`src/phy_cnt_params.svh`:
```
`ifndef PHY_CNT_PARAMS_SVH
`define PHY_CNT_PARAMS_SVH

// register indices; byte address is four times the index
`define IDX_FALSE_CARRIER  8'h14
`define IDX_RX_ERR         8'h15
`define IDX_PCS_CFG        8'h16
`define IDX_IRQ_STATUS     8'h20
`define IDX_IRQ_ENABLE     8'h21
`define IDX_IRQ_CLEAR      8'h22

// pcs_config_status fields
`define PCS_BLOCK_CODE_BYP 12
`define PCS_FREE_RX_CLK    11
`define PCS_QUIET_TX       10
`define PCS_SD_FORCE       9
`define PCS_SD_ALGO        8
`define PCS_FORCE_100_OK   5
`define PCS_NRZI_BYP       2
`define PCS_SCRAM_BYP      1
`define PCS_DESCRAM_BYP    0
`define PCS_WR_MASK        16'h1F27
`define PCS_RESET          16'h0100

`define CNT_RESET          8'h00
`define CNT_MAX            8'hFF

// interrupt status bits
`define IRQ_FC_EVENT       0
`define IRQ_RE_EVENT       1
`define IRQ_FC_SAT         2
`define IRQ_RE_SAT         3
`define IRQ_BITS           4

`endif

```
`src/phy_cnt_pkg.sv`:
```
package phy_cnt_pkg;
	typedef struct packed {
		logic block_code_bypass;
		logic rx_clk_free_run;
		logic quiet_transmit_enable;
		logic signal_detect_force;
		logic signal_detect_algorithm_select;
		logic force_100_link_ok;
		logic nrzi_bypass;
		logic tx_scrambler_bypass;
		logic rx_descrambler_bypass;
	} pcs_ctrl_s;

	typedef struct packed {
		logic false_carrier;
		logic rx_symbol_error;
		logic carrier_valid;
		logic collision;
	} rx_event_s;
endpackage

```
`src/phy_error_counters_pcs_config.sv`:
```
`timescale 1ns/1ns
`include "phy_cnt_params.svh"

module phy_error_counters_pcs_config
	import phy_cnt_pkg::*;
#(
	parameter int CNT_W = 8
) (
	input  wire logic        i_core_clk,
	input  wire logic        i_resetn,
	input  wire logic        i_psel,
	input  wire logic        i_penable,
	input  wire logic        i_pwrite,
	input  wire logic [11:0] i_paddr,
	input  wire logic [31:0] i_pwdata,
	output logic      [31:0] o_prdata,
	output logic             o_pready,
	output logic             o_pslverr,
	input  wire rx_event_s   i_rx_event,
	output pcs_ctrl_s        o_pcs_ctrl,
	output logic             o_irq
);

	// ----------------------------------------
	// bus decode
	// ----------------------------------------
	logic            acc;
	logic            wr;
	logic            rd;
	logic [9:0]      idx;
	logic            sel_fc;
	logic            sel_re;
	logic            sel_pcs;
	logic            sel_sts;
	logic            sel_en;
	logic            sel_clr;
	logic            mapped;

	assign acc     = i_psel && i_penable;
	assign wr      = acc && i_pwrite;
	assign rd      = acc && !i_pwrite;
	assign idx     = i_paddr[11:2];
	assign sel_fc  = (idx == 10'(`IDX_FALSE_CARRIER));
	assign sel_re  = (idx == 10'(`IDX_RX_ERR));
	assign sel_pcs = (idx == 10'(`IDX_PCS_CFG));
	assign sel_sts = (idx == 10'(`IDX_IRQ_STATUS));
	assign sel_en  = (idx == 10'(`IDX_IRQ_ENABLE));
	assign sel_clr = (idx == 10'(`IDX_IRQ_CLEAR));
	assign mapped  = sel_fc | sel_re | sel_pcs | sel_sts | sel_en | sel_clr;
	// single-cycle access phase keeps the counters' read-clear timing simple
	assign o_pready  = 1'b1;
	assign o_pslverr = acc && (!mapped || (i_paddr[1:0] != 2'h0));

	// ----------------------------------------
	// event qualification
	// ----------------------------------------
	logic            err_seen_q;
	logic            fc_evt;
	logic            re_evt;

	// one credit per carrier; a collision spends it without counting
	always_ff @(posedge i_core_clk) begin
		if (!i_resetn) begin
			err_seen_q <= 1'b0;
		end else begin
			if (!i_rx_event.carrier_valid)
				err_seen_q <= 1'b0;
			else if (i_rx_event.rx_symbol_error || i_rx_event.collision)
				err_seen_q <= 1'b1;
		end
	end

	assign fc_evt = i_rx_event.false_carrier;
	assign re_evt = i_rx_event.carrier_valid && i_rx_event.rx_symbol_error
		&& !i_rx_event.collision && !err_seen_q;

	// ----------------------------------------
	// counters
	// ----------------------------------------
	logic [CNT_W-1:0] fc_q;
	logic [CNT_W-1:0] re_q;
	logic [CNT_W-1:0] fc_d;
	logic [CNT_W-1:0] re_d;
	logic             fc_rd;
	logic             re_rd;

	assign fc_rd = rd && sel_fc;
	assign re_rd = rd && sel_re;

	always_comb begin
		fc_d = fc_q;
		if (wr && sel_fc)
			fc_d = i_pwdata[CNT_W-1:0];
		else if (fc_rd)
			// the snapshot left with the setup cycle; whatever counted since survives
			fc_d = (fc_q - o_prdata[CNT_W-1:0]) + CNT_W'(fc_evt);
		else if (fc_evt && fc_q != {CNT_W{1'b1}})
			fc_d = fc_q + 1'b1;
	end

	always_comb begin
		re_d = re_q;
		if (wr && sel_re)
			re_d = i_pwdata[CNT_W-1:0];
		else if (re_rd)
			re_d = (re_q - o_prdata[CNT_W-1:0]) + CNT_W'(re_evt);
		else if (re_evt && re_q != {CNT_W{1'b1}})
			re_d = re_q + 1'b1;
	end

	always_ff @(posedge i_core_clk) begin
		if (!i_resetn) begin
			fc_q <= CNT_W'(`CNT_RESET);
			re_q <= CNT_W'(`CNT_RESET);
		end else begin
			fc_q <= fc_d;
			re_q <= re_d;
		end
	end

	// ----------------------------------------
	// pcs configuration
	// ----------------------------------------
	logic [15:0] pcs_q;

	always_ff @(posedge i_core_clk) begin
		if (!i_resetn)
			pcs_q <= `PCS_RESET;
		else if (wr && sel_pcs)
			pcs_q <= i_pwdata[15:0] & `PCS_WR_MASK;
	end

	always_comb begin
		o_pcs_ctrl.block_code_bypass              = pcs_q[`PCS_BLOCK_CODE_BYP];
		o_pcs_ctrl.rx_clk_free_run                = pcs_q[`PCS_FREE_RX_CLK];
		o_pcs_ctrl.quiet_transmit_enable          = pcs_q[`PCS_QUIET_TX];
		o_pcs_ctrl.signal_detect_force            = pcs_q[`PCS_SD_FORCE];
		o_pcs_ctrl.signal_detect_algorithm_select = pcs_q[`PCS_SD_ALGO];
		o_pcs_ctrl.force_100_link_ok              = pcs_q[`PCS_FORCE_100_OK];
		o_pcs_ctrl.nrzi_bypass                    = pcs_q[`PCS_NRZI_BYP];
		o_pcs_ctrl.tx_scrambler_bypass            = pcs_q[`PCS_SCRAM_BYP];
		o_pcs_ctrl.rx_descrambler_bypass          = pcs_q[`PCS_DESCRAM_BYP];
	end

	// ----------------------------------------
	// interrupts
	// ----------------------------------------
	logic [`IRQ_BITS-1:0] sts_q;
	logic [`IRQ_BITS-1:0] en_q;
	logic [`IRQ_BITS-1:0] set_v;
	logic [`IRQ_BITS-1:0] clr_v;

	// saturation flags when an event carries the tally to the top or meets a write of FFh, not on a write alone
	assign set_v = {re_evt && re_d == {CNT_W{1'b1}} && re_q != {CNT_W{1'b1}},
		fc_evt && fc_d == {CNT_W{1'b1}} && fc_q != {CNT_W{1'b1}}, re_evt, fc_evt};
	assign clr_v = (wr && sel_clr) ? i_pwdata[`IRQ_BITS-1:0] : '0;

	// set wins over a same-cycle clear
	always_ff @(posedge i_core_clk) begin
		if (!i_resetn)
			sts_q <= '0;
		else
			sts_q <= (sts_q & ~clr_v) | set_v;
	end

	always_ff @(posedge i_core_clk) begin
		if (!i_resetn)
			en_q <= '0;
		else if (wr && sel_en)
			en_q <= i_pwdata[`IRQ_BITS-1:0];
	end

	assign o_irq = |(sts_q & en_q);

	// ----------------------------------------
	// read data
	// ----------------------------------------
	always_ff @(posedge i_core_clk) begin
		if (!i_resetn)
			o_prdata <= 32'h0000_0000;
		else if (i_psel && !i_penable && !i_pwrite) begin
			o_prdata <= 32'h0000_0000;
			if (sel_fc)
				o_prdata[CNT_W-1:0] <= fc_q;
			else if (sel_re)
				o_prdata[CNT_W-1:0] <= re_q;
			else if (sel_pcs)
				o_prdata[15:0] <= pcs_q;
			else if (sel_sts)
				o_prdata[`IRQ_BITS-1:0] <= sts_q;
			else if (sel_en)
				o_prdata[`IRQ_BITS-1:0] <= en_q;
		end
	end

	// ----------------------------------------
	// checks
	// ----------------------------------------
	property p_fc_sat;
		@(posedge i_core_clk) disable iff (!i_resetn)
		(fc_q == 8'hFF && !(acc && sel_fc)) |=> fc_q == 8'hFF;
	endproperty
	a_fc_sat: assert property (p_fc_sat) else $error("false carrier tally left FFh");

	property p_fc_inc;
		@(posedge i_core_clk) disable iff (!i_resetn)
		(fc_evt && !(acc && sel_fc) && fc_q != 8'hFF) |=> fc_q == $past(fc_q) + 8'h01;
	endproperty
	a_fc_inc: assert property (p_fc_inc) else $error("false carrier tally missed an event");

	property p_fc_cor;
		@(posedge i_core_clk) disable iff (!i_resetn)
		(fc_rd && !fc_evt && !$past(fc_evt)) |=> fc_q == 8'h00;
	endproperty
	a_fc_cor: assert property (p_fc_cor) else $error("false carrier tally not cleared by read");

	property p_fc_cor_late;
		@(posedge i_core_clk) disable iff (!i_resetn)
		(i_psel && !i_penable && !i_pwrite && sel_fc && fc_evt && fc_q != 8'hFF)
			##1 (fc_rd && !fc_evt) |=> fc_q == 8'h01;
	endproperty
	a_fc_cor_late: assert property (p_fc_cor_late) else $error("event before clearing read lost");

	property p_re_once;
		@(posedge i_core_clk) disable iff (!i_resetn)
		(re_evt && i_rx_event.carrier_valid) ##1 i_rx_event.carrier_valid |-> !re_evt;
	endproperty
	a_re_once: assert property (p_re_once) else $error("receive error counted twice in one carrier");

	property p_re_col;
		@(posedge i_core_clk) disable iff (!i_resetn)
		(i_rx_event.carrier_valid && i_rx_event.collision) ##1 i_rx_event.carrier_valid |-> !re_evt;
	endproperty
	a_re_col: assert property (p_re_col) else $error("receive error counted during collision");

	property p_re_sat;
		@(posedge i_core_clk) disable iff (!i_resetn)
		(re_q == 8'hFF && !(acc && sel_re)) |=> re_q == 8'hFF;
	endproperty
	a_re_sat: assert property (p_re_sat) else $error("receive error tally left maximum");

	property p_rd_upper;
		@(posedge i_core_clk) disable iff (!i_resetn)
		$past(i_psel && !i_penable && !i_pwrite && (sel_fc || sel_re)) |-> o_prdata[31:8] == 24'h0;
	endproperty
	a_rd_upper: assert property (p_rd_upper) else $error("counter upper byte not zero");

	property p_rd_clr_evt;
		@(posedge i_core_clk) disable iff (!i_resetn)
		(re_rd && re_evt && !(wr && sel_re)) |=> re_q == 8'h01;
	endproperty
	a_rd_clr_evt: assert property (p_rd_clr_evt) else $error("event lost during clearing read");

	property p_re_cor;
		@(posedge i_core_clk) disable iff (!i_resetn)
		(re_rd && !re_evt && !$past(re_evt)) |=> re_q == 8'h00;
	endproperty
	a_re_cor: assert property (p_re_cor) else $error("receive error tally not cleared by read");

	property p_re_cor_late;
		@(posedge i_core_clk) disable iff (!i_resetn)
		(i_psel && !i_penable && !i_pwrite && sel_re && re_evt && re_q != 8'hFF)
			##1 (re_rd && !re_evt) |=> re_q == 8'h01;
	endproperty
	a_re_cor_late: assert property (p_re_cor_late) else $error("error before clearing read lost");

	property p_re_inc;
		@(posedge i_core_clk) disable iff (!i_resetn)
		(re_evt && !(acc && sel_re) && re_q != 8'hFF) |=> re_q == $past(re_q) + 8'h01;
	endproperty
	a_re_inc: assert property (p_re_inc) else $error("receive error tally missed an event");

	property p_fc_wr;
		@(posedge i_core_clk) disable iff (!i_resetn)
		(wr && sel_fc) |=> fc_q == $past(i_pwdata[7:0]);
	endproperty
	a_fc_wr: assert property (p_fc_wr) else $error("false carrier tally write not taken");

	property p_re_wr;
		@(posedge i_core_clk) disable iff (!i_resetn)
		(wr && sel_re) |=> re_q == $past(i_pwdata[7:0]);
	endproperty
	a_re_wr: assert property (p_re_wr) else $error("receive error tally write not taken");

	property p_pcs_map;
		@(posedge i_core_clk) disable iff (!i_resetn)
		(wr && sel_pcs) |=> o_pcs_ctrl.block_code_bypass == $past(i_pwdata[12])
			&& o_pcs_ctrl.signal_detect_algorithm_select == $past(i_pwdata[8]);
	endproperty
	a_pcs_map: assert property (p_pcs_map) else $error("pcs bits not applied");

	property p_pcs_map2;
		@(posedge i_core_clk) disable iff (!i_resetn)
		(wr && sel_pcs) |=> o_pcs_ctrl.rx_clk_free_run == $past(i_pwdata[11])
			&& o_pcs_ctrl.quiet_transmit_enable == $past(i_pwdata[10])
			&& o_pcs_ctrl.signal_detect_force == $past(i_pwdata[9])
			&& o_pcs_ctrl.force_100_link_ok == $past(i_pwdata[5]);
	endproperty
	a_pcs_map2: assert property (p_pcs_map2) else $error("pcs mode bits lost");

	property p_pcs_map3;
		@(posedge i_core_clk) disable iff (!i_resetn)
		(wr && sel_pcs) |=> o_pcs_ctrl.nrzi_bypass == $past(i_pwdata[2])
			&& o_pcs_ctrl.tx_scrambler_bypass == $past(i_pwdata[1])
			&& o_pcs_ctrl.rx_descrambler_bypass == $past(i_pwdata[0]);
	endproperty
	a_pcs_map3: assert property (p_pcs_map3) else $error("pcs coding bits lost");

	property p_pcs_hold;
		@(posedge i_core_clk) disable iff (!i_resetn)
		!(wr && sel_pcs) |=> $stable(o_pcs_ctrl);
	endproperty
	a_pcs_hold: assert property (p_pcs_hold) else $error("pcs controls moved without write");

	property p_sts_hold;
		@(posedge i_core_clk) disable iff (!i_resetn)
		1'b1 |=> ($past(sts_q & ~clr_v) & ~sts_q) == {`IRQ_BITS{1'b0}};
	endproperty
	a_sts_hold: assert property (p_sts_hold) else $error("status bit dropped without a clear");

	property p_fc_sat_irq;
		@(posedge i_core_clk) disable iff (!i_resetn)
		(fc_evt && fc_q == 8'hFE && !(acc && sel_fc)) |=> sts_q[`IRQ_FC_SAT];
	endproperty
	a_fc_sat_irq: assert property (p_fc_sat_irq) else $error("saturation not flagged");

	c_fc_sat: cover property (@(posedge i_core_clk) fc_q == 8'hFF);
	c_re_cor: cover property (@(posedge i_core_clk) re_rd && re_q != 8'h00);
	c_col: cover property (@(posedge i_core_clk) i_rx_event.collision
		&& i_rx_event.rx_symbol_error && i_rx_event.carrier_valid);
	c_irq: cover property (@(posedge i_core_clk) o_irq);
	c_rd_late: cover property (@(posedge i_core_clk) fc_rd && fc_q != o_prdata[CNT_W-1:0]);

endmodule

```
`config.mk`:
```
export PLATFORM = sky130hd
export DESIGN_NAME = phy_error_counters_pcs_config
export DESIGN_NICKNAME = d
export VERILOG_FILES = /design/src/phy_cnt_pkg.sv /design/src/phy_error_counters_pcs_config.sv
export VERILOG_INCLUDE_DIRS = /design/src
export SDC_FILE = /design/constraint.sdc
export NUM_CORES = 1
export LEC_CHECK = 0
export BUFFER_PORTS_ARGS = -buffer_cell sky130_fd_sc_hd__buf_2
export CAP_MARGIN = 10
export CORE_AREA = 5 5 86 88
export DETAILED_ROUTE_END_ITERATION = 8
export DIE_AREA = 0 0 91 93
export GPL_TIMING_DRIVEN = 0
export PLACE_DENSITY = 0.92
export SYNTH_ARGS = -nofsm -noshare
export SYNTH_HDL_FRONTEND = slang
export SYNTH_SLANG_ARGS = --single-unit
```
`constraint.sdc`:
```
create_clock -name i_core_clk -period 5.2 [get_ports i_core_clk]
set_clock_uncertainty 0.1 [all_clocks]
set_input_delay 0.78 -clock i_core_clk [delete_from_list [all_inputs] [get_ports i_core_clk]]
set_output_delay 0.78 -clock i_core_clk [all_outputs]
set_load 0.05 [all_outputs]
```
After elaboration in Yosys (flattened, before gate mapping)
Index checks and enable logic that the tools add are counted.
Storage, ports and cells
  output and inout bits: 44
  register bits: 50
Cells by class
  add/subtract/negate cells: 6
  equality and inequality tests: 10
  reductions and logical operators: 32
  bitwise operators: 9
  muxes and demuxes: 15
Operators by type and width (count)
  two-way mux 8 bit: 9
  equality test 10 x 5 -> 1 bit, second input constant: 3
  equality test 10 x 6 -> 1 bit, second input constant: 3
  logical AND 1 bit: 22
  adder 8 x 1 -> 8 bit: 2
  adder 8 x 1 -> 8 bit, second input constant: 2
  equality test 8 bit, second input constant: 2
  two-way mux 4 bit: 4
  inequality test 8 bit, second input constant: 2
  subtractor 8 bit: 2
  two-way mux 9 bit: 1
  bitwise AND 4 bit: 2
  zero test 1 bit: 5
  two-way mux 5 bit: 1
  bitwise OR 1 bit: 5
  NOT 4 bit: 1
  bitwise OR 4 bit: 1
  OR reduction 4 bit: 1
  logical OR 1 bit: 2
  AND reduction 2 bit: 1
  nonzero test 2 bit: 1

Depth between registers and ports, before layout
  word-level depth: 11
  depth in mapped cells: 12
  mapped depth without buffers: 12

Worst setup path before layout
Ideal clock, no wire load.
  path kind: input-to-reg
  start: input port i_paddr[9]
  end: register sts_q[2]
  buffers on the path: 3
  arrival: 3242 ps
  cell stages on the path: 10
  slack: 1800 ps
  cells stage by stage: or4_4 > buf_6 > or4_4 > buf_6 > or3_4 > buf_6 > a211o_1 > a211o_1 > nor3_2 > a31o_1
On the way
  cells in the longest elaborated chain, start to end: 8
  elaborated cells between the ends (all ways): 14
RTL lines
  start, declared: RTL line phy_error_counters_pcs_config.sv:14  | input wire logic [11:0] i_paddr,
  equality test 10 x 5 -> 1 bit: RTL line phy_error_counters_pcs_config.sv:43  | assign sel_fc = (idx == 10'(`IDX_FALSE_CARRIER));
  logical AND 1 bit: RTL line phy_error_counters_pcs_config.sv:87  | assign fc_rd = rd && sel_fc;
  two-way mux 8 bit: RTL line phy_error_counters_pcs_config.sv:94  | else if (fc_rd)
  two-way mux 8 bit: RTL line phy_error_counters_pcs_config.sv:92  | if (wr && sel_fc)
  equality test 8 bit: RTL line phy_error_counters_pcs_config.sv:155  | fc_evt && fc_d == {CNT_W{1'b1}} && fc_q != {CNT_W{1'b1}}, re_evt, fc_evt};
  logical AND 1 bit (2 in series): RTL line phy_error_counters_pcs_config.sv:155
  bitwise OR 4 bit *: RTL line phy_error_counters_pcs_config.sv:163  | sts_q <= (sts_q & ~clr_v) | set_v;
  end signal, assigned: RTL line phy_error_counters_pcs_config.sv:163
  end, declared: RTL line phy_error_counters_pcs_config.sv:148  | logic [`IRQ_BITS-1:0] sts_q;
Every way passes the cells marked *; elsewhere a longest branch is shown, timed or not.
A chain may end at the register's enable or synchronous reset.

Worst setup path in the final report
  start: input port i_paddr[2]
  end: output port o_pslverr
On the way
  cells in the longest elaborated chain, start to end: 9
  elaborated cells between the ends (all ways): 14
RTL lines
  equality test 10 x 5 -> 1 bit (on tied branches): RTL line phy_error_counters_pcs_config.sv:43, phy_error_counters_pcs_config.sv:44
  bitwise OR 1 bit (4 in series): RTL line phy_error_counters_pcs_config.sv:49  | assign mapped = sel_fc | sel_re | sel_pcs | sel_sts | sel_en | sel_clr;
  bitwise OR 1 bit *: RTL line phy_error_counters_pcs_config.sv:49
  zero test 1 bit *: RTL line phy_error_counters_pcs_config.sv:52  | assign o_pslverr = acc && (!mapped || (i_paddr[1:0] != 2'h0));
  logical OR 1 bit *: RTL line phy_error_counters_pcs_config.sv:52
  logical AND 1 bit *: RTL line phy_error_counters_pcs_config.sv:52
  end, declared: RTL line phy_error_counters_pcs_config.sv:18  | output logic o_pslverr,
Marks and branches as above.

==> key figures <==
Run status
  – Outcome: finished, final reports clean

Synthesis
  – Synthesized instance count: 461
  – Yosys cell types: 63
  – EDFF count, synth: 0
  – Seq cells post-synth: 47
  – Top FF cell, synth: dfxtp_1
  – Register area share after synthesis: 25.5%
  – Avg Cell Area, Syn: 8.00 µm²
  – Post-synth ARST share: 0%
  – Cell Area, Synth: 0.00369 mm²
  – Synth warnings: 0

Layout
  – Fillers: 561
  – Layout Nets: 626
  – Utilization after layout: 64.2%
  – Antenna Diode Count: 0
  – Fraction of layout cells with a size suffix above 1: 18.9%
  – Area grow syn2layout: 14.2%
  – Non-filler cells, final: 621

Placement
  – HPWL after DPL: 8.57 mm
  – Post-Place Cells: between 600 and 700
  – GP Congestion: 0.924
  – Buffers on Ports: 55

STA
  – Final period utilization: roughly two thirds
  – TNS Setup: 0 ns
  – RSZ-0062 raised after global routing: false
  – Fmax: 286 MHz
  – Hold Fails Final Rpt: 0
  – Max Transition Viols Final: 0
  – Final worst path period need: 3.50 ns
  – Final Setup Violations: 0
  – Relative slew slack: about a quarter
  – Least-Margin Pin Slew: approximately 1.1 ns

Worst hold path
  – HP Class: flip-flop to flip-flop

Pwr
  – Power Density: between 150 and 200 mW/mm²
  – Leak Pwr: 1.89 nW
  – Overall power: approximately 0.8 mW
  – VDD IR max: 0.142 mV

Clock tree
  – CTS tree: done
  – Clk sinks: 47
  – Clk_lat worst skew: 0.31 ns
  – # hold bufs at CTS: 0
  – CTS max path bufs: 2
  – PostCTS Resize Cnt: 0
  – CTS root buf: clkbuf_8
  – Post-CTS Setup Inserts: 0
  – Cts bufs inserted: 5
  – Max H-tree Level: 2
  – CTS clk-pin slew, worst paths: 0.08 ns

Floorplan
  – Die area: roughly 0.0085 mm²
  – Row Count: 30
  – Core Area: 0.00657 mm²
  – Die width: about 91 µm
  – Io pins: 97
  – Die H: ~93 µm
  – Initial core utilization: 56.2%

Global routing
  – Met3 Resource Use GR: under 10%
  – Global routing's busiest layer: met2
  – Initial antenna violation count: 0
  – GR Overflow Total: 0
  – Met2 usage: 40.9%
  – Overall routing resource usage: 24.8%
  – Largest net degree at the start of global routing: 15
  – GRT met1 Usage: 31.0%
  – First-pass GRT wire length: 17.4 mm
  – Number of global-route vias before repair: 3669

Critical path
  – Cell mode on critical path: buf_2
  – Cell Chain, Critical Path: buf_2 > clkbuf_1 > buf_1 > a211oi_1 > a21oi_1 > buf_2
  – CP max FO: 10
  – Slowest CP cell: buf_1
  – Arrival @ worst endpoint: between 2 and 3 ns
  – Critical Path Source Type: input port
  – CP required: 4.32 ns
  – Critical Path End Type: output port
  – Max incr delay on CP: 0.60 ns
  – Critical path type: input port to output port

Detailed routing
  – First-pass detailed-route iteration total: 5
  – Wirelength per Cell: 17.8 µm
  – Via density: approximately 6.2
  – Vias: ~3900
  – Post-DRT Antenna Nets: 0
  – # DRC: 0
  – DRT iter0 DRCs: approximately 470
  – Total Wirelength: 11.0 mm

Flow run
  – Total of max-cap violations: 0
layout make-up:
cell class,count,area [µm²],share of cell area [%]
multi-input cells,375,2490,59.2
flip-flops and latches,47,941,22.3
repair buffers,55,275,6.53
plain buffers,40,258,6.11
well taps,80,100,2.37
clock buffers,5,68.8,1.63
inverters,17,63.8,1.51
clock inverters,2,13.8,0.327
cells in the final DEF (no fill, tap or decap), types with 5 or more instances in the layout:
master	instances
clkbuf_1	13
mux2i_1	25
conb_1	20
nor4_1	6
nor3_1	8
and4_1	5
nand2_1	33
nand4_1	6
a211oi_1	15
inv_1	17
a21o_1	6
ha_1	30
xnor2_1	11
clkbuf_8	5
and3_1	5
nor2_1	54
a21oi_1	37
dfxtp_1	47
o21ai_0	21
nand3_1	14
buf_4	20
buf_2	56
and2_1	6
metrics by stage:
| stage | hold slack [ns] | area, µm² | worst slack (ns) |
|---|---|---|---|
| 2_1_floorplan | 0.362 | 3760 | 1.80 |
| 3_3_place_gp | 0.339 | 4130 | 1.46 |
| 3_5_place_dp | 0.342 | 4130 | 1.47 |
| 4_1_cts | 0.353 | 4220 | 1.75 |
| 5_1_grt | 0.382 | 4220 | 1.50 |
| 6_report | 0.356 | 4220 | 1.70 |
power breakdown:
group	leakage [nW]	switching [mW]	internal [mW]
combinational	1.46	0.121	0.0696
clock	0.0440	0.129	0.0922
sequential	0.380	0.00646	0.365
total	1.89	0.257	0.527
final timing paths:
check | start | to | slack, ns | depth (start not counted)
max reg2reg | fc_q[0] | sts_q[2] | 2.10 | 12
min | o_prdata[8] | o_prdata[8] | 0.36 | 2
max | i_paddr[2] | o_pslverr | 1.70 | 6
min reg2reg | o_prdata[8] | o_prdata[8] | 0.36 | 2
critical path, delay by kind of cell:
| family | cells | cell delay, ns |
|---|---|---|
| AOI/OAI and AO/OA | 2 | 0.34 |
| buffers and inverters | 4 | 1.49 |
Yosys cell counts (all sizes together) (3+ instances only):
library cell / n / area share (%)
or3: 4 / 0.85
and3: 5 / 0.85
and4: 5 / 1.2
a31oi: 4 / 0.68
or4: 4 / 1.1
ha: 30 / 10
clkbuf: 14 / 1.5
nand2: 33 / 3.4
a22oi: 3 / 0.61
a2111oi: 3 / 0.71
xor2: 4 / 0.95
dfxtp: 47 / 26
o21ai: 21 / 2.8
nor4: 6 / 1.0
o211ai: 3 / 0.61
nor2: 54 / 5.5
a211oi: 15 / 3.1
nand3: 14 / 1.9
a21oi: 37 / 5.0
and2: 6 / 1.0
nor3: 10 / 1.6
a211o: 3 / 0.75
inv: 17 / 1.7
xnor2: 11 / 2.6
or2: 3 / 0.51
buf: 26 / 5.5
mux2i: 25 / 6.8
nand4: 6 / 1.0
a21o: 6 / 1.2
nor2b: 4 / 0.68
o22ai: 4 / 0.68
o21a: 3 / 0.61
state kept, by name (all words and copies together) (netlist names):
name,flops
en_q,4
err_seen_q,1
fc_q,8
o_prdata,13
pcs_q,9
re_q,8
sts_q,4
logic make-up after synthesis:
kind of cell | share of synthesized area [%]
DFF | 25.5
xor gates and xnor gates | 3.56
other | 0.204
adders and majority gates | 11.3
muxes | 6.78
buffers and inverters | 8.71
AOI/OAI and AO/OA | 21.3
and+or+nand+nor | 22.7
metal layers:
metal | share of wire, % | wire [µm]
met5 | 0 | 0
met4 | 4.5 | 498
met3 | 9.7 | 1070
met2 | 47 | 5210
met1 | 39 | 4250
No activity file was read; power rests on OpenSTA's default activity.
